**src/design/pcd_command_map.svh**
```systemverilog
// Command codes, lengths, scaling constants and reset values of the command decoder.
`ifndef PCD_COMMAND_MAP_SVH
`define PCD_COMMAND_MAP_SVH

`define PCD_CMD_OPERATION 8'h01
`define PCD_CMD_CLEAR 8'h03
`define PCD_CMD_VOUT 8'h21
`define PCD_CMD_OV_LIMIT 8'h40
`define PCD_CMD_READ_STATUS 8'hD0
`define PCD_CMD_LAMP_TEST_START 8'hD2
`define PCD_CMD_LAMP_TEST_STOP 8'hD3
`define PCD_CMD_SERVICE_LAMP_SET 8'hD4
`define PCD_CMD_SERVICE_LAMP_CLEAR 8'hD5
`define PCD_CMD_NV_WRITE_ON 8'hD6
`define PCD_CMD_NV_WRITE_OFF 8'hD7
`define PCD_CMD_LATCH_OFF 8'hD8
`define PCD_CMD_AUTO_RESTART 8'hD9
`define PCD_CMD_ISO_TEST 8'hDA
`define PCD_CMD_READ_INPUT 8'hDC
`define PCD_CMD_READ_FW_REV 8'hDD
`define PCD_CMD_READ_RUN_TIMER 8'hDE
`define PCD_CMD_FAN_SET 8'hDF
`define PCD_CMD_FAN_NORMAL 8'hE0
`define PCD_CMD_READ_FAN 8'hE1
`define PCD_CMD_PRODUCTION_CLOCK_HOLD 8'hE2

`define PCD_LEN_OPERATION 4'h1
`define PCD_LEN_WORD 4'h2
`define PCD_LEN_FAN_SET 4'h3
`define PCD_LEN_READ_STATUS 4'h9
`define PCD_LEN_READ_INPUT 4'h2
`define PCD_LEN_READ_FW_REV 4'h3
`define PCD_LEN_READ_RUN_TIMER 4'h3
`define PCD_LEN_READ_FAN 4'h4
`define PCD_LEN_PLAIN_MAX 4'h2
`define PCD_MAX_FRAME_BYTES 3'h5

`define PCD_OP_ON 8'h80
`define PCD_OP_OFF 8'h00

`define PCD_VOUT_M 400
`define PCD_VOUT_MIN_V 42
`define PCD_VOUT_MAX_V 58
`define PCD_VOUT_MIN_CODE 16'(`PCD_VOUT_MIN_V * `PCD_VOUT_M)
`define PCD_VOUT_MAX_CODE 16'(`PCD_VOUT_MAX_V * `PCD_VOUT_M)
`define PCD_IOUT_M 5
`define PCD_VIN_B 75
`define PCD_RPM_M 100

`define PCD_PEC_POLY 8'h07
`define PCD_PEC_INIT 8'h00
`define PCD_OV_LIMIT_RST 16'h5DC0
`define PCD_IDLE_BYTE 8'hFF

`endif

```
**src/design/pcd_pkg.sv**
```systemverilog
// Types shared by the command decoder files.
package pcd_pkg;

  typedef enum logic [4:0] {
    PCD_IDLE  = 5'h01,
    PCD_ADDR  = 5'h02,
    PCD_WRITE = 5'h04,
    PCD_READ  = 5'h08,
    PCD_SKIP  = 5'h10
  } pcd_state_t;

  typedef struct packed {
    logic known;
    logic [3:0] len;
  } pcd_len_t;

endpackage

```
**src/design/pcd_command_decoder.sv**
```systemverilog
// Management command decoder of the power supply, fed byte by byte from the bus engine.
//
// Functional notes
// - Write frame: command code, zero to three data bytes, then error-check byte.
// - Error-check byte over address and data is required on every command.
// - Multi-byte values travel low byte first, then high byte.
// - Values use direct format with slope, offset, exponent; swapped for input volts, fan.
// - Output voltage code is real volts times 400.
// - Output current readings use slope 5.
// - Input volts use offset 75; temperature, input power, fan percent slope 1.
// - Fan speed in rpm is scaled with slope 100.
// - Output defaults on after power-up while enable input is low.
// - On/off command: one byte, 0x80 on, 0x00 off.
// - Output restart clears latched alarms and shutdown conditions.
// - Fault-clear command resets isolation, restarted, invalid and error-check flags.
// - Output voltage command sets set point, limited to 42 to 58 volts.
// - Bus-programmed set point overrides margin input until power is removed.
// - Overvoltage limit command sets the shutdown threshold.
// - Combined status read returns a count byte, then nine bytes of status, alarms, telemetry.
// - D6 and D7 permit and forbid non-volatile memory writes.
// - D8 latches off after failure; D9 selects hiccup restart.
// - DA starts an isolation test.
// - DC, DD, DE return input, firmware revision and run-time data.
// - DF sets fan speed, E0 releases it, E1 reads fan, E2 test.
// - Unsupported command sets invalid-instruction flag and asserts alert.
// - Out-of-range data sets data flag and asserts alert.
// - Error-check mismatch sets its flag; command is not executed.
`timescale 1ns/1ps
`include "pcd_command_map.svh"

module pcd_command_decoder (
  input wire logic clk,
  input wire logic rst_n,
  input wire logic frmStart,
  input wire logic frmStop,
  input wire logic rxValid,
  input wire logic [7:0] rxByte,
  input wire logic txReq,
  output logic [7:0] txByte,
  input wire logic enablePin,
  input wire logic [15:0] marginCode,
  input wire logic [15:0] voutCodeMeas,
  input wire logic [12:0] ioutAmps,
  input wire logic [7:0] tempDegC,
  input wire logic [8:0] vinVolts,
  input wire logic [7:0] pinUnits,
  input wire logic [7:0] fanPct,
  input wire logic [15:0] fanRpm,
  input wire logic [7:0] alarm2,
  input wire logic [7:0] alarm1,
  input wire logic powerCapHigh,
  input wire logic internalFault,
  input wire logic externalFault,
  input wire logic shutdownState,
  input wire logic [23:0] fwRev,
  input wire logic [23:0] runTimer,
  input wire logic isoDone,
  input wire logic isoOk,
  input wire logic stateChange,
  output logic outputOn,
  output logic restartPulse,
  output logic [15:0] vsetCode,
  output logic vsetProgrammed,
  output logic [15:0] ovLimitCode,
  output logic lampTest,
  output logic serviceLamp,
  output logic nvWriteEn,
  output logic latchOff,
  output logic isoStart,
  output logic fanOverride,
  output logic [23:0] fanSetting,
  output logic productionClockHold,
  output logic alertN,
  output logic commErr,
  output logic [7:0] status2,
  output logic [7:0] status1
);

  // ******************************************************************
  // Command tables
  // ******************************************************************
  function automatic pcd_pkg::pcd_len_t wrLen(input logic [7:0] code);
    pcd_pkg::pcd_len_t r;
    r = '{known: 1'b1, len: 4'h0};
    unique case (code)
      `PCD_CMD_OPERATION: r.len = `PCD_LEN_OPERATION;
      `PCD_CMD_VOUT, `PCD_CMD_OV_LIMIT: r.len = `PCD_LEN_WORD;
      `PCD_CMD_FAN_SET: r.len = `PCD_LEN_FAN_SET;
      `PCD_CMD_CLEAR, `PCD_CMD_LAMP_TEST_START, `PCD_CMD_LAMP_TEST_STOP,
      `PCD_CMD_SERVICE_LAMP_SET, `PCD_CMD_SERVICE_LAMP_CLEAR, `PCD_CMD_NV_WRITE_ON,
      `PCD_CMD_NV_WRITE_OFF, `PCD_CMD_LATCH_OFF, `PCD_CMD_AUTO_RESTART,
      `PCD_CMD_ISO_TEST, `PCD_CMD_FAN_NORMAL, `PCD_CMD_PRODUCTION_CLOCK_HOLD: r.len = 4'h0;
      default: r.known = 1'b0;
    endcase
    return r;
  endfunction

  function automatic pcd_pkg::pcd_len_t rdLen(input logic [7:0] code);
    pcd_pkg::pcd_len_t r;
    r = '{known: 1'b1, len: 4'h0};
    unique case (code)
      `PCD_CMD_READ_STATUS: r.len = `PCD_LEN_READ_STATUS;
      `PCD_CMD_READ_INPUT: r.len = `PCD_LEN_READ_INPUT;
      `PCD_CMD_READ_FW_REV: r.len = `PCD_LEN_READ_FW_REV;
      `PCD_CMD_READ_RUN_TIMER: r.len = `PCD_LEN_READ_RUN_TIMER;
      `PCD_CMD_READ_FAN: r.len = `PCD_LEN_READ_FAN;
      default: r.known = 1'b0;
    endcase
    return r;
  endfunction

  // ******************************************************************
  // Pin synchroniser and frame tracking
  // ******************************************************************
  logic enMeta_reg;
  logic enSync_reg;
  pcd_pkg::pcd_state_t state_reg;
  logic [2:0] rxCount_reg;
  logic [7:0] rxBuf [0:4];
  logic [7:0] pecPrev_reg;
  logic [3:0] txIdx_reg;
  logic [7:0] crc;
  logic [7:0] txNext;
  logic txLoad;

  always_ff @(posedge clk) begin
    if (!rst_n) begin
      enMeta_reg <= 1'b1;
      enSync_reg <= 1'b1;
    end else begin
      enMeta_reg <= enablePin;
      enSync_reg <= enMeta_reg;
    end
  end

  always_ff @(posedge clk) begin
    if (!rst_n || frmStop) begin
      state_reg <= pcd_pkg::PCD_IDLE;
    end else if (frmStart) begin
      state_reg <= pcd_pkg::PCD_ADDR;
    end else if (rxValid && state_reg == pcd_pkg::PCD_ADDR) begin
      if (!rxByte[0]) begin
        state_reg <= pcd_pkg::PCD_WRITE;
      end else if (rxCount_reg != 3'h0) begin
        state_reg <= pcd_pkg::PCD_READ;
      end else begin
        state_reg <= pcd_pkg::PCD_SKIP;
      end
    end
  end

  // The byte count survives a repeated start so a read knows its command.
  always_ff @(posedge clk) begin
    if (!rst_n || (frmStart && state_reg == pcd_pkg::PCD_IDLE)) begin
      rxCount_reg <= 3'h0;
      pecPrev_reg <= `PCD_PEC_INIT;
    end else if (rxValid && state_reg == pcd_pkg::PCD_WRITE) begin
      if (rxCount_reg < `PCD_MAX_FRAME_BYTES) begin
        rxBuf[rxCount_reg] <= rxByte;
      end
      if (rxCount_reg != 3'h7) begin
        rxCount_reg <= rxCount_reg + 3'h1;
      end
      pecPrev_reg <= crc;
    end
  end

  assign txLoad = txReq && state_reg == pcd_pkg::PCD_READ;

  pcd_pec_unit pecUnit (
    .clk(clk),
    .rst_n(rst_n),
    .clear(frmStart && state_reg == pcd_pkg::PCD_IDLE),
    .update((rxValid && (state_reg == pcd_pkg::PCD_ADDR || state_reg == pcd_pkg::PCD_WRITE))
            || txLoad),
    .dataIn(txLoad ? txNext : rxByte),
    .crc(crc)
  );

  // ******************************************************************
  // Write decode
  // ******************************************************************
  logic [7:0] cmd;
  logic [2:0] dataN;
  logic [15:0] word;
  logic exec;
  logic runCmd;
  logic setPec;
  logic setInv;
  logic setData;
  logic setComm;
  logic doClear;
  pcd_pkg::pcd_len_t wl;

  assign cmd = rxBuf[0];
  assign dataN = rxCount_reg - 3'h2;
  assign word = {rxBuf[2], rxBuf[1]};
  assign exec = frmStop && state_reg == pcd_pkg::PCD_WRITE && rxCount_reg != 3'h0;
  assign wl = wrLen(cmd);

  always_comb begin
    runCmd = 1'b0;
    setPec = 1'b0;
    setInv = 1'b0;
    setComm = 1'b0;
    if (exec) begin
      if (rxCount_reg < 3'h2 || rxCount_reg > `PCD_MAX_FRAME_BYTES) begin
        setComm = 1'b1;
      end else if (pecPrev_reg != rxBuf[rxCount_reg - 3'h1]) begin
        setPec = 1'b1;
      end else if (!wl.known) begin
        if (rdLen(cmd).known) begin
          setComm = 1'b1;
        end else begin
          setInv = 1'b1;
        end
      end else if ({1'b0, dataN} != wl.len) begin
        setComm = 1'b1;
      end else begin
        runCmd = 1'b1;
      end
    end
  end

  always_comb begin
    setData = 1'b0;
    doClear = runCmd && cmd == `PCD_CMD_CLEAR;
    if (runCmd && cmd == `PCD_CMD_OPERATION) begin
      setData = rxBuf[1] != `PCD_OP_ON && rxBuf[1] != `PCD_OP_OFF;
    end
    if (runCmd && cmd == `PCD_CMD_VOUT) begin
      setData = word < `PCD_VOUT_MIN_CODE || word > `PCD_VOUT_MAX_CODE;
    end
  end

  // ******************************************************************
  // Output control and restart
  // ******************************************************************
  logic opOn_reg;
  logic primed_reg;
  logic onNext;
  logic restartEv;

  always_ff @(posedge clk) begin
    if (!rst_n) begin
      opOn_reg <= 1'b1;
    end else if (runCmd && cmd == `PCD_CMD_OPERATION && !setData) begin
      opOn_reg <= rxBuf[1] == `PCD_OP_ON;
    end
  end

  assign onNext = opOn_reg && !enSync_reg;
  assign restartEv = primed_reg && onNext && !outputOn;

  always_ff @(posedge clk) begin
    if (!rst_n) begin
      outputOn <= 1'b0;
      primed_reg <= 1'b0;
      restartPulse <= 1'b0;
    end else begin
      outputOn <= onNext;
      primed_reg <= primed_reg || outputOn;
      restartPulse <= restartEv;
    end
  end

  // ******************************************************************
  // Set point, limit and settings
  // ******************************************************************
  logic [15:0] vsetProg_reg;

  always_ff @(posedge clk) begin
    if (!rst_n) begin
      vsetProg_reg <= 16'h0000;
      vsetProgrammed <= 1'b0;
      vsetCode <= 16'h0000;
    end else begin
      if (runCmd && cmd == `PCD_CMD_VOUT && !setData) begin
        vsetProg_reg <= word;
        vsetProgrammed <= 1'b1;
      end
      vsetCode <= vsetProgrammed ? vsetProg_reg : marginCode;
    end
  end

  always_ff @(posedge clk) begin
    if (!rst_n) begin
      ovLimitCode <= `PCD_OV_LIMIT_RST;
    end else if (runCmd && cmd == `PCD_CMD_OV_LIMIT) begin
      ovLimitCode <= word;
    end
  end

  always_ff @(posedge clk) begin
    if (!rst_n) begin
      lampTest <= 1'b0;
      serviceLamp <= 1'b0;
      nvWriteEn <= 1'b0;
      latchOff <= 1'b0;
      isoStart <= 1'b0;
      productionClockHold <= 1'b0;
    end else begin
      isoStart <= runCmd && cmd == `PCD_CMD_ISO_TEST;
      productionClockHold <= runCmd && cmd == `PCD_CMD_PRODUCTION_CLOCK_HOLD;
      if (runCmd) begin
        unique case (cmd)
          `PCD_CMD_LAMP_TEST_START: lampTest <= 1'b1;
          `PCD_CMD_LAMP_TEST_STOP: lampTest <= 1'b0;
          `PCD_CMD_SERVICE_LAMP_SET: serviceLamp <= 1'b1;
          `PCD_CMD_SERVICE_LAMP_CLEAR: serviceLamp <= 1'b0;
          `PCD_CMD_NV_WRITE_ON: nvWriteEn <= 1'b1;
          `PCD_CMD_NV_WRITE_OFF: nvWriteEn <= 1'b0;
          `PCD_CMD_LATCH_OFF: latchOff <= 1'b1;
          `PCD_CMD_AUTO_RESTART: latchOff <= 1'b0;
          default: ;
        endcase
      end
    end
  end

  always_ff @(posedge clk) begin
    if (!rst_n) begin
      fanOverride <= 1'b0;
      fanSetting <= 24'h000000;
    end else if (runCmd && cmd == `PCD_CMD_FAN_SET) begin
      fanOverride <= 1'b1;
      fanSetting <= {rxBuf[3], rxBuf[2], rxBuf[1]};
    end else if (runCmd && cmd == `PCD_CMD_FAN_NORMAL) begin
      fanOverride <= 1'b0;
    end
  end

  // ******************************************************************
  // Status flags and alert; a set in the same cycle beats a clear
  // ******************************************************************
  logic pecErr_reg;
  logic invCmd_reg;
  logic invData_reg;
  logic restarted_reg;
  logic isoPass_reg;
  logic isoFail_reg;
  logic alert_reg;
  logic badRead;
  logic statusDone;
  logic flagClr;

  assign flagClr = doClear || restartEv;

  always_ff @(posedge clk) begin
    if (!rst_n) begin
      pecErr_reg <= 1'b0;
      invCmd_reg <= 1'b0;
      invData_reg <= 1'b0;
      commErr <= 1'b0;
      restarted_reg <= 1'b0;
      isoPass_reg <= 1'b0;
      isoFail_reg <= 1'b0;
    end else begin
      pecErr_reg <= setPec || (pecErr_reg && !flagClr);
      invCmd_reg <= setInv || badRead || (invCmd_reg && !flagClr);
      invData_reg <= setData || (invData_reg && !flagClr);
      commErr <= setComm || (commErr && !flagClr);
      restarted_reg <= restartEv || (restarted_reg && !doClear);
      isoPass_reg <= (isoDone && isoOk) || (isoPass_reg && !doClear);
      isoFail_reg <= (isoDone && !isoOk) || (isoFail_reg && !doClear);
    end
  end

  always_ff @(posedge clk) begin
    if (!rst_n) begin
      alert_reg <= 1'b0;
      alertN <= 1'b1;
    end else begin
      if (setPec || setInv || badRead || setData || setComm || stateChange) begin
        alert_reg <= 1'b1;
      end else if (flagClr || statusDone) begin
        alert_reg <= 1'b0;
      end
      alertN <= !alert_reg;
    end
  end

  always_ff @(posedge clk) begin
    if (!rst_n) begin
      status2 <= 8'h00;
      status1 <= 8'h00;
    end else begin
      status2 <= {pecErr_reg, !latchOff, invCmd_reg, powerCapHigh,
                  isoFail_reg, restarted_reg, invData_reg, enSync_reg};
      status1 <= {1'b0, isoPass_reg, internalFault, shutdownState,
                  serviceLamp, externalFault, lampTest, outputOn};
    end
  end

  // ******************************************************************
  // Read data
  // ******************************************************************
  pcd_pkg::pcd_len_t rl;
  logic block;
  logic [3:0] total;
  logic [3:0] dataIdx;
  logic [71:0] readVec;
  logic [15:0] ioutCode;
  logic [7:0] vinCode;
  logic [15:0] rpmCode;

  assign rl = rdLen(cmd);
  assign block = rl.len > `PCD_LEN_PLAIN_MAX;
  assign total = rl.len + {3'h0, block};
  assign dataIdx = txIdx_reg - {3'h0, block};
  assign ioutCode = 16'(ioutAmps * `PCD_IOUT_M);
  assign vinCode = (vinVolts < 9'(`PCD_VIN_B)) ? 8'h00 : 8'(vinVolts - 9'(`PCD_VIN_B));
  assign rpmCode = 16'(fanRpm / `PCD_RPM_M);
  assign badRead = txLoad && txIdx_reg == 4'h0 && !rl.known;
  assign statusDone = txLoad && txIdx_reg == total && cmd == `PCD_CMD_READ_STATUS;

  always_comb begin
    readVec = 72'h0;
    unique case (cmd)
      `PCD_CMD_READ_STATUS: readVec = {tempDegC, ioutCode, voutCodeMeas,
                                       alarm1, alarm2, status1, status2};
      `PCD_CMD_READ_INPUT: readVec = {56'h0, pinUnits, vinCode};
      `PCD_CMD_READ_FW_REV: readVec = {48'h0, fwRev};
      `PCD_CMD_READ_RUN_TIMER: readVec = {48'h0, runTimer};
      `PCD_CMD_READ_FAN: readVec = {40'h0, rpmCode, fanPct, 7'h00, fanOverride};
      default: readVec = 72'h0;
    endcase
  end

  always_comb begin
    if (!rl.known || txIdx_reg > total) begin
      txNext = `PCD_IDLE_BYTE;
    end else if (txIdx_reg == total) begin
      txNext = crc;
    end else if (block && txIdx_reg == 4'h0) begin
      txNext = {4'h0, rl.len};
    end else begin
      txNext = readVec[{dataIdx, 3'h0} +: 8];
    end
  end

  always_ff @(posedge clk) begin
    if (!rst_n) begin
      txIdx_reg <= 4'h0;
      txByte <= `PCD_IDLE_BYTE;
    end else if (state_reg != pcd_pkg::PCD_READ) begin
      txIdx_reg <= 4'h0;
    end else if (txLoad) begin
      txByte <= txNext;
      if (txIdx_reg != 4'hF) begin
        txIdx_reg <= txIdx_reg + 4'h1;
      end
    end
  end

endmodule // pcd_command_decoder

```
**src/design/pcd_pec_unit.sv**
```systemverilog
// Running packet error code over the bytes of one frame.
`timescale 1ns/1ps
`include "pcd_command_map.svh"

module pcd_pec_unit (
  input wire logic clk,
  input wire logic rst_n,
  input wire logic clear,
  input wire logic update,
  input wire logic [7:0] dataIn,
  output logic [7:0] crc
);

  logic [7:0] crcNext;

  always_comb begin
    crcNext = crc ^ dataIn;
    for (int i = 0; i < 8; i++) begin
      crcNext = crcNext[7] ? ((crcNext << 1) ^ `PCD_PEC_POLY) : (crcNext << 1);
    end
  end

  always_ff @(posedge clk) begin
    if (!rst_n || clear) begin
      crc <= `PCD_PEC_INIT;
    end else if (update) begin
      crc <= crcNext;
    end
  end

endmodule // pcd_pec_unit

```
**config.mk**
```make
export PLATFORM = sky130hd
export DESIGN_NAME = pcd_command_decoder
export DESIGN_NICKNAME = d
export VERILOG_FILES = /design/src/design/pcd_pkg.sv /design/src/design/pcd_command_decoder.sv /design/src/design/pcd_pec_unit.sv
export VERILOG_INCLUDE_DIRS = /design/src /design/src/design
export SDC_FILE = /design/constraint.sdc
export NUM_CORES = 1
export LEC_CHECK = 0
export BUFFER_PORTS_ARGS = -buffer_cell sky130_fd_sc_hd__buf_2
export CAP_MARGIN = 40
export CORE_MARGIN = 5
export CORE_UTILIZATION = 60
export CTS_BUF_LIST = sky130_fd_sc_hd__clkbuf_4 sky130_fd_sc_hd__clkbuf_8 sky130_fd_sc_hd__clkbuf_16
export CTS_CLUSTER_SIZE = 14
export DETAILED_ROUTE_END_ITERATION = 8
export PLACE_DENSITY_LB_ADDON = 0.05
export SLEW_MARGIN = 20
export SYNTH_ARGS = -nofsm -noshare
export SYNTH_HDL_FRONTEND = slang
export SYNTH_SLANG_ARGS = --single-unit
export TNS_END_PERCENT = 20
```
**constraint.sdc**
```tcl
create_clock -name clk -period 22 [get_ports clk]
set_input_delay 4.4 -clock clk [delete_from_list [all_inputs] [get_ports clk]]
set_output_delay 4.4 -clock clk [all_outputs]
set_load 0.01 [all_outputs]
```
Word level (Yosys, flattened, before mapping) --
Memories as Yosys holds them, arrays and structs flattened. A register that Yosys moved wholly into a read port is not among the register bits. Index checks and enable logic that the tools add are counted.
Word-level totals: output and inout bits 92, bits in latches 0, memories kept 1, RAM bits 40, register bits after elaboration 147, bits in read-only memories 0
Memory list:
- rxBuf | words 5, bits a word 8, read ports 5, clocked after memory_dff 1, wr ports 1, line pcd_command_decoder.sv:119 | logic [7:0] rxBuf [0:4];
Cells by class: shift-type cells 1, equal/unequal tests 33, bitwise logic cells 11, mux-type cells 60, add/subtract/negate cells 7, $mul 1, reductions and logical operators 92, order comparisons 8, divide/modulo/power cells 1
Operators by type and width (number):
- $pmux W72 S5 | 1
- $eq A8 B8 Y1 const B | 18
- $shiftx A72 B8 Y8 | 1
- $mux W8 | 5
- $logic_and A1 B1 Y1 | 35
- $mux W1 | 35
- $div A16 B7 Y32 const B | 1
- $mux W3 | 8
- $not A3 Y3 | 8
- $logic_or A1 B1 Y1 | 23
- $gt A16 B15 Y1 const B | 1
- $lt A16 B15 Y1 const B | 1
- $mul A13 B3 Y16 const B | 1
- $mux W16 | 1
- $pmux W4 S4 | 1
- $reduce_or A16 Y1 | 1
- $reduce_and A2 Y1 | 7
- $reduce_bool A2 Y1 | 7
- $logic_not A1 Y1 | 11
- $mux W5 | 2
- $lt A9 B7 Y1 const B | 1
- $eq A8 B1 Y1 const B | 1
- $eq A8 B2 Y1 const B | 1
- $eq A8 B6 Y1 const B | 1
- 34 further kinds | 42

Depth between registers and ports, before layout --
Gate-level depths: netlist (run 1). An unclocked memory read counts as a cell.
word-level depth 28, gate-level depth with buffers 33, gate-level depth less buffers 30

Hierarchy --
From an unflattened synthesis (run 1), not the netlist that was laid out.
Unflattened totals: cell total of the unflattened synthesis 1340, area total of the unflattened synthesis 12559.5 um2
By module, submodules not included:
- pcd_command_decoder | area each 11960.2 um2, times used 1, cells each 1284, sequential area each 4684.5 um2
- pcd_pec_unit | area each 599.3 um2, times used 1, cells each 56, sequential area each 160.2 um2

Least setup slack after synthesis (run 1) --
Ideal clock, no wire load.
kind input to register, from input port fanRpm[12], to register pecUnit.crc[2], stages 32, buffers on the path 2, setup slack 10674 ps, setup time 128 ps, data arrival time 11198 ps, cell sequence buf_6 -> o31ai_4 -> inv_2 -> ha_1 -> nand2b_1 -> o21ai_2 -> nand4_1 -> a21o_1 -> a211o_1 -> a211o_1 -> a31o_1 -> o2bb2ai_1 -> or4b_4 -> a21oi_1 -> xnor2_1 -> a31oi_4 -> buf_4 -> a211oi_1 -> nor2_1 -> a21oi_2 -> mux2i_2 -> maj3_1 -> nor2_1 -> maj3_1 -> a31o_1 -> o311a_1 -> nor3_2 -> nor2_2 -> xor2_1 -> xor2_1 -> mux2i_1 -> nor2_1
On the way: word-level cells in the longest chain between the ends 13, elaborated cells on any way between the ends 17, classes of those cells div: 1; shift: 1; mux: 10; bitwise: 5
RTL lines:
- start, declared | line pcd_command_decoder.sv:48 | input wire logic [15:0] fanRpm,
- $div A16 B7 Y32 (no line) *
- $pmux W72 S5 * | line pcd_command_decoder.sv:419 | unique case (cmd)
- $shiftx A72 B8 Y8 * | line pcd_command_decoder.sv:438 | txNext = readVec[{dataIdx, 3'h0} +: 8];
- $mux W8 * | line pcd_command_decoder.sv:435 | end else if (block && txIdx_reg == 4'h0) begin
- $mux W8 * | line pcd_command_decoder.sv:433 | end else if (txIdx_reg == total) begin
- $mux W8 * | line pcd_command_decoder.sv:431 | if (!rl.known || txIdx_reg > total) begin
- $mux W8 * | line pcd_command_decoder.sv:176 | .dataIn(txLoad ? txNext : rxByte),
- $xor A8 B8 Y8 * | line pcd_pec_unit.sv:17 | crcNext = crc ^ dataIn;
- $mux W3 / $not A3 Y3 (equally long branches)
- $not A3 Y3 (no line) / $mux W3 (equally long branches)
- $mux W3 / $not A3 Y3 (equally long branches)
- $not A3 Y3 (no line) / $mux W3 (equally long branches)
- $mux W3 * | line pcd_pec_unit.sv:19 | crcNext = crcNext[7] ? ((crcNext << 1) ^ `PCD_PEC_POLY) : (crcNext << 1);
- end signal, assigned | line pcd_pec_unit.sv:25 | crc <= `PCD_PEC_INIT;
- end signal, assigned | line pcd_pec_unit.sv:27 | crc <= crcNext;
- end, declared | line pcd_pec_unit.sv:11 | output logic [7:0] crc
Every way passes the cells marked *; elsewhere a longest branch is shown, timed or not. A chain may end at the register's enable or synchronous reset.

Worst setup path after layout (run 1) --
Ends and elaborated chain as after synthesis.

==> results.yml, run 1 <==
power_and_ir_drop:
  power.density_nw_per_um2: 72.1
  finalPower_w: 0.00109
  ir_worst_vdd_mv: 0.0620
  p_leak_nw: 6.13
clocking:
  cts_sinks: 210
  post_cts_buffers: 0
  clk_latency_ns: 0.52
  cts_max_level: 1
  cts_resized: 0
  cts_tree: "done"
  hold_buffers: 0
  clk_pin_slew_ns: 0.06
  cts_root_buf: "clkbuf_16"
  clockBufferDepth: 3
  cts_buffers: 24
timing:
  finalMaxSlewViolations: 0
  relSlewSlack_pct: 42.4
  fin_crit_ns: 11.75
  rsz0062_at_grt: "no"
  period_share_pct: 53.4
  fmaxAchievable_mhz: 85.1
  final.setup_skew_ns: 0.0201
  tightestPinTransition_ns: 0.863
  tns_ns: 0
  hold_viol_final: 0
  setup_viol: 0
final_layout:
  reg_top3: "rxBuf: 64 flops, fanSetting: 24 flops"
  regMostFlops: "rxBuf"
  final_cell_mix: "buf_2, nand2_1, dfxtp_1, nor2_1, a21oi_1"
  area_delta_synth_final_pct: 19.2
  mostFrequentLayoutCell: "buf_2"
  drive_above_1_share_pct: 24.3
  largest_reg_flops: 64
  fin_util_pct: 72.3
  nets: 1852
  stdcell_count: 1922
floorplan:
  fp.dieW_um: 155
  io_pins: 272
  start_util_pct: 60.6
  fp.dieH_um: 155
  rows: 53
  core-area_um2: 20900
  die_area_um2: 24100
hold_path:
  hp-class: "reg -> reg"
global_route:
  grt_use_total_pct: 31.6
  grt_max_degree: 88
  antenna_found_initial: 1
  grt_pass1_vias: 11300
  grt_remaining_overflow: 0
  grt_pass1_wl_um: 61400
detailed_routing:
  vias: 11800
  postRouteAntennaNets: 0
  via_per_inst: 6.13
  drt_first_pass_iters: 7
  wire_per_inst_um: 20.6
  drc: 0
  detail_route.iter0.violations: 1102
  wirelength_um: 39600
worst_setup_path:
  cp_slowest_cell: "or4b_4"
  critical_path_required_ns: 22.39
  arrival_ns: 12.14
  crit_fanout: 17
  worst-setup-path-type: "in -> reg"
  cp-end-kind: "register"
  start_kind: "primary input"
  slowest_delay_ns: 0.57
run:
  max_cap_viol_count: 0
logic_synthesis:
  synth.avg_cell_area_um2: 9.29
  synth.cell_area_um2: 12700
  yosys_warnings: 0
  ys_seq_elements: 210
  synth-edff-count: 64
  synth_top_area_share_pct: 23.1
  yosysUniqueCellTypes: 106
  synth_area_leader_cell: "dfxtp_1"
  yosys-top-cells-area: "dfxtp_1, edfxtp_1, mux2i_1, nand2_1, ha_1"
  synth_cells: 1363
  ys_async_sr_fraction_pct: 0
  synth_top_flop_cell: "dfxtp_1"
  yosysSeqAreaShare_pct: 38.2
place:
  hpwl_um: 29500
  gp_congestion: 0.980
  place_inst: 1876
  io_buffers: 270
run_status:
  status: "completed"
-- synthesized netlist by cell type (8+ instances only) --
master    count
a31oi_1      14
o21a_1       14
o21ai_0      65
clkbuf_1     54
o31ai_1       8
dfxtp_1     146
xor2_1       15
nor2_1      112
a221oi_1     17
nand4_1       8
a22oi_1      14
a211oi_1     19
mux2i_1      75
a21oi_1      80
and3_1        8
and2_1       27
nor3_1       29
inv_1        25
buf_1        10
nor4_1        8
nand2b_1     13
xnor2_1      48
edfxtp_1     64
nand3_1      33
mux4_2       24
ha_1         44
nand2_1     151
a21boi_0     14
nor2b_1      56
-- through the flow --
step                hold WS [ns]  instance area, µm²  worst slack [ns]
detailed placement         0.374               14300              9.87
global placement           0.371               14200             10.03
global route               0.420               15100              9.61
CTS                        0.387               15100             10.35
floorplan                  0.358               12800             10.67
finish                     0.385               15100             10.25
-- critical path, delay by kind of cell --
family	cells	cell delay (ns)
AO/OA/AOI/OAI	12	3.46
buffers and inverters	2	0.32
XOR/XNOR	2	0.34
multiplexers	3	0.93
adder cells (fa/ha/maj)	3	0.93
AND/OR/NAND/NOR	9	1.73
-- path summary, 6_finish.rpt --
path / start / to / slack, ns / cells after the start
worst max-delay path: fanRpm[12] / pecUnit.crc[2] / 10.25 / 31
worst min-delay path: alert_reg / alertN / 0.39 / 1
worst min register to register: alert_reg / alertN / 0.39 / 1
worst max register to register: rxBuf[0][6] / pecUnit.crc[2] / 15.83 / 23
-- layout make-up --
type | count | area, µm²
tap | 275 | 344
clock buffer | 31 | 677
timing repair buffer | 286 | 1500
antenna | 2 | 5.00
multi-input combinational | 1077 | 7520
fill | 1647 | 5790
clock inverter | 13 | 105
sequential | 210 | 4840
inverter | 28 | 105
-- metal layers --
layer | up-vias | track usage (%) | part of all wire, %
li1 | 5537 | - | -
met1 | 5592 | 44.5 | 42
met2 | 560 | 50.9 | 46
met3 | 85 | 4.84 | 8.4
met4 | 0 | 9.09 | 3.0
met5 | - | 0 | 0
-- where the power goes --
| group | internal [W] | switching, W | total, W | leakage, nW |
|---|---|---|---|---|
| clock network | 0.000231 | 0.000163 | 0.000394 | 0.400 |
| logic | 0.000120 | 0.000167 | 0.000287 | 3.95 |
| registers | 0.000406 | 0.00000263 | 0.000409 | 1.78 |
| total | 0.000757 | 0.000332 | 0.00109 | 6.13 |
-- cell families (layout without fill, tap and decap cells) --
family,Yosys count,after routing,share of synthesized area [%]
mux,103,103,10.7
compound gates,343,343,19.1
xor+xnor,66,66,4.79
buf+inv,100,358,3.19
other cells,1,27,0.0296
simple gates,492,492,19.2
fa+ha+maj,48,48,4.75
flops,210,210,38.2
No activity file was read; power rests on OpenSTA's default activity.
==> inputs of run 2 (changes only) <==
- CORE_UTILIZATION: 60 -> 50
- clock period: 22 -> 10.4 ns (I/O delays scaled with it)
==> run 2 against run 1 <==
Count of clock-buffer cells in the layout increased by 4. Flip-flop and latch count unchanged. Sequential share of layout area is 0.20 points lower. Register-to-register slack worse by 12 ns. Critical path depth is the same. Highest routed layer unchanged. Design area grew 0.64%. Largest power group unchanged.
==> results.yml, run 2 (same netlist as run 1, synthesis figures left out) <==
run_status:
  status: "completed"
global_route:
  grt_pass1_vias: 11100
  use_met1_pct: 37.9
  top_usage_layer: "met2"
  met3_usage_pct: 4.64
  grt_max_degree: 88
  grt_remaining_overflow: 0
  grt_pass1_wl_um: 61600
  use_met2_pct: 42.9
  antenna_found_initial: 5
  grt_use_total_pct: 26.9
place:
  gp_congestion: 0.936
  place_inst: 1932
  hpwl_um: 30800
  io_buffers: 270
  postPlaceCellArea_um2: 14400
timing:
  final.setup_skew_ns: 0.0151
  tns_ns: 0
  hold_viol_final: 0
  setup_viol: 0
  tightestPinTransition_ns: 0.823
  relSlewSlack_pct: 45.2
  rsz0062_at_grt: "no"
  fmaxAchievable_mhz: 106
  fin_crit_ns: 9.43
  period_share_pct: 90.7
  finalMaxSlewViolations: 0
clocking:
  cts_root_buf: "clkbuf_16"
  post_cts_buffers: 0
  cts_max_level: 1
  clk_latency_ns: 0.51
  cts_tree: "done"
  hold_buffers: 0
  cts_buffers: 23
  clockBufferDepth: 3
  cts_sinks: 210
  clk_pin_slew_ns: 0.07
  cts_resized: 0
final_layout:
  nets: 1855
  area_delta_synth_final_pct: 20.0
  fill_cells: 2274
  largest_reg_flops: 64
  stdcell_count: 1983
  fin_util_pct: 60.7
  drive_above_1_share_pct: 24.2
  mostFrequentLayoutCell: "buf_2"
  final_cell_mix: "buf_2, nand2_1, dfxtp_1, nor2_1, a21oi_1"
  reg_top3: "rxBuf: 64 flops, fanSetting: 24 flops"
  final_cell_area_um2: 15200
  regMostFlops: "rxBuf"
worst_setup_path:
  arrival_ns: 9.88
  start_kind: "primary input"
  cp-end-kind: "register"
  crit_fanout: 17
  r2r-end: "pecUnit.crc[2]"
  worst-setup-path-type: "in -> reg"
  critical_path_required_ns: 10.85
  r2r_slack_ns: 4.14
  worstReg2RegStart: "rxBuf[0][6]"
  r2r_cells: 23
  slowest_delay_ns: 0.58
  cp_slowest_cell: "a211oi_1"
  cpMostUsedCell: "a21oi_1"
power_and_ir_drop:
  ir_worst_vdd_mv: 0.138
  finalPower_w: 0.00228
  power.density_nw_per_um2: 150
  p_leak_nw: 6.13
detailed_routing:
  drt_first_pass_iters: 6
  drc: 0
  postRouteAntennaNets: 0
  vias: 11600
  wirelength_um: 40600
  wire_per_inst_um: 20.5
  via_per_inst: 5.86
  detail_route.iter0.violations: 1122
hold_path:
  hold_start: "alert_reg"
  hp-class: "reg -> reg"
  holdPathEnd: "alertN"
  hold_path_depth: 1
floorplan:
  die_area_um2: 28600
  fp.dieH_um: 169
  start_util_pct: 50.6
  core-area_um2: 25000
  io_pins: 272
  fp.dieW_um: 169
  rows: 58
run:
  max_cap_viol_count: 0
run 2: changes by cell type in the layout (fill, tap and decap cells not counted), sizes merged:
| cell | before | now |
|---|---|---|
| diode | 2 | 7 |
| clkinvlp | 0 | 1 |
| clkbuf | 31 | 35 |
| buf | 286 | 290 |
| clkinv | 10 | 5 |
| inv | 30 | 27 |
run 2: layout make-up:
cell class	count	area, µm²	area share [%]
clock inverter	6	58.8	0.387
multi-input combinational	1077	7520	49.5
clock buffer	35	697	4.59
inverter	28	105	0.692
antenna	7	17.5	0.115
tap	330	413	2.72
sequential	210	4840	31.9
timing repair buffer	290	1540	10.2
run 2: power by group:
group / leakage (nW) / switching [W] / total [W] / internal, W
sequential: 1.78 / 0.00000530 / 0.000864 / 0.000859
combinational: 3.97 / 0.000353 / 0.000612 / 0.000259
clock: 0.377 / 0.000319 / 0.000806 / 0.000487
run 2: critical path: cells and delay by family:
family,cells,cell delay (ns)
buffers and inverters,2,0.31
multiplexers,2,0.43
adder cells (fa/ha/maj),2,0.66
AND/OR/NAND/NOR,9,1.94
XOR/XNOR,3,0.80
AO/OA/AOI/OAI,13,3.65
run 2: per-stage QoR:
stage               setup WS [ns]  hold WS, ns
finish                      0.966        0.407
detailed placement          0.593        0.387
floorplan                    1.39        0.358
global route                0.290        0.431
CTS                          1.11        0.408
global placement            0.667        0.389
run 2: worst max-delay path by stage:
| stage | startpoint | endpoint | slack [ns] | depth (start not counted) |
|---|---|---|---|---|
| floorplan | fanRpm[12] | pecUnit.crc[2] | 1.39 | 32 |
| global placement | fanRpm[12] | pecUnit.crc[2] | 0.67 | 31 |
| detailed placement | fanRpm[12] | pecUnit.crc[2] | 0.59 | 31 |
| CTS | fanRpm[12] | pecUnit.crc[2] | 1.11 | 31 |
| global route | fanRpm[12] | pecUnit.crc[2] | 0.29 | 31 |
| finish | fanRpm[12] | pecUnit.crc[2] | 0.97 | 31 |
run 2: per-layer routing:
metal  part of all wire, %  vias up
li1                      -     5564
met1                    45     5602
met2                    46      381
met3                   6.4       72
met4                   2.6        0
met5                     0        -
==> inputs of run 3 (changes only) <==
- PLACE_DENSITY_LB_ADDON: 0.05 -> 0.12
- SKIP_CTS_REPAIR_TIMING: not set -> 1
==> run 3 against run 2 <==
Worst setup slack better by 0.097 ns. Combinational power down 0.8%. Die area did not move. Largest power group is now clock. Sequential power about the same. Critical path type unchanged. Sequential share of layout area about the same. Maximum frequency is 1.0% higher. Critical endpoint unchanged. First-iteration DRC count is 1.7% lower. Worst hold slack worse by 0.0086 ns. Highest routed layer unchanged. Clock power rose by 9.7%.
==> results.yml, run 3 (same netlist as run 1, synthesis figures left out) <==
run_status:
  status: "completed"
final_layout:
  regMostFlops: "rxBuf"
  final_cell_mix: "buf_2, nand2_1, dfxtp_1, nor2_1, a21oi_1"
  area_delta_synth_final_pct: 20.1
  reg_top3: "rxBuf: 64 flops, fanSetting: 24 flops"
  final_cell_area_um2: 15200
  nets: 1852
  drive_above_1_share_pct: 24.2
  mostFrequentLayoutCell: "buf_2"
  stdcell_count: 1975
  largest_reg_flops: 64
hold_path:
  hold_start: "alert_reg"
  hp-class: "reg -> reg"
floorplan:
  die_area_um2: 28600
  io_pins: 272
  fp.dieH_um: 169
  rows: 58
  core-area_um2: 25000
  start_util_pct: 50.6
  fp.dieW_um: 169
worst_setup_path:
  start_kind: "primary input"
  cp_slowest_cell: "xnor2_1"
  worstReg2RegStart: "rxBuf[0][5]"
  critical_path_required_ns: 10.78
  r2r_cells: 22
  slowest_delay_ns: 0.59
  r2r_slack_ns: 4.21
  cp-startpoint: "fanRpm[12]"
  r2r-end: "pecUnit.crc[2]"
  arrival_ns: 9.72
  endpoint: "pecUnit.crc[2]"
  cp-end-kind: "register"
  worst-setup-path-type: "in -> reg"
  crit_fanout: 17
timing:
  tightestPinTransition_ns: 0.888
  rsz0062_at_grt: "no"
  final.setup_skew_ns: 0.0289
  fmaxAchievable_mhz: 107
  fin_crit_ns: 9.34
  setup_viol: 0
  tns_ns: 0
  period_share_pct: 89.8
  hold_viol_final: 0
  finalMaxSlewViolations: 0
  relSlewSlack_pct: 40.4
run:
  max_cap_viol_count: 0
power_and_ir_drop:
  ir_worst_vdd_mv: 0.126
  pwr-share-comb_pct: 25.8
  p_int_w: 0.00166
  p_leak_nw: 6.13
  power.density_nw_per_um2: 155
  clkPwrFrac_pct: 37.5
  switching_share_pct: 29.3
  pwr-share-seq_pct: 36.7
  p_sw_w: 0.000691
detailed_routing:
  wire_per_inst_um: 20.5
  drc: 0
  vias: 11500
  wirelength_um: 40500
  detail_route.iter0.violations: 1103
  postRouteAntennaNets: 0
  drt_first_pass_iters: 8
  via_per_inst: 5.83
global_route:
  grt_max_degree: 77
  grt_use_total_pct: 27.5
  antenna_found_initial: 2
  grt_pass1_vias: 11200
  grt_remaining_overflow: 0
  grt_pass1_wl_um: 62900
place:
  postPlaceCellArea_um2: 14400
  hpwl_um: 31000
  place_inst: 1932
  gp_congestion: 0.979
  io_buffers: 270
clocking:
  cts_max_level: 1
  cts_buffers: 23
  clockBufferDepth: 3
  clk_pin_slew_ns: 0.07
  cts_sinks: 210
  clk_latency_ns: 0.52
  cts_tree: "done"
  cts_root_buf: "clkbuf_16"
[run 3: final cells by class]
cell class	count	area, µm²
fillers	2271	9830
multi-input cells	1077	7520
flip-flops and latches	210	4840
repair buffers	287	1500
clock buffers	30	658
well taps	330	413
clock inverters	11	169
inverters	28	105
diodes	2	5.00
[run 3: how the worst min path moves through the flow]
| stage | slack, ns | to | cells after the start |
|---|---|---|---|
| floorplan | 0.36 | alertN | 1 |
| global placement | 0.39 | alertN | 1 |
| detailed placement | 0.39 | alertN | 1 |
| CTS | 0.41 | alertN | 1 |
| global route | 0.44 | alertN | 1 |
| finish | 0.40 | alertN | 1 |
[run 3: worst max-delay path: cells and delay by family]
| kind | cells | cell delay, ns |
|---|---|---|
| AOI/OAI and AO/OA | 14 | 3.83 |
| and+or+nand+nor | 8 | 1.52 |
| xor gates and xnor gates | 4 | 1.16 |
| adders and majority gates | 2 | 0.66 |
| buffers and inverters | 2 | 0.32 |
| muxes | 1 | 0.14 |
[run 3: stage by stage]
| step | total power, W | util (%) | hold slack (ns) | setup slack [ns] |
|---|---|---|---|---|
| after floorplan | 0.00134 | - | 0.358 | 1.39 |
| after global placement | 0.00147 | 57.2 | 0.394 | 0.757 |
| after detailed placement | 0.00148 | 57.4 | 0.394 | 0.631 |
| after CTS | 0.00237 | 60.7 | 0.407 | 1.13 |
| after global routing | 0.00247 | 60.7 | 0.435 | 0.388 |
| final | 0.00236 | 60.7 | 0.399 | 1.06 |
[run 3: metal layers]
metal,GRT usage (%),wire (µm)
met1,38.5,17800
met3,4.89,2910
met4,8.47,1360
met2,43.6,18500
met5,0,0
[run 3: power by group through the flow]
stage	Clock (W)	Sequential, W	Combinational [W]
global placement	0	0.000882	0.000592
CTS	0.000903	0.000864	0.000602
finish	0.000884	0.000864	0.000607
detailed placement	0	0.000882	0.000600
floorplan	0	0.000883	0.000459
global route	0.000939	0.000865	0.000666
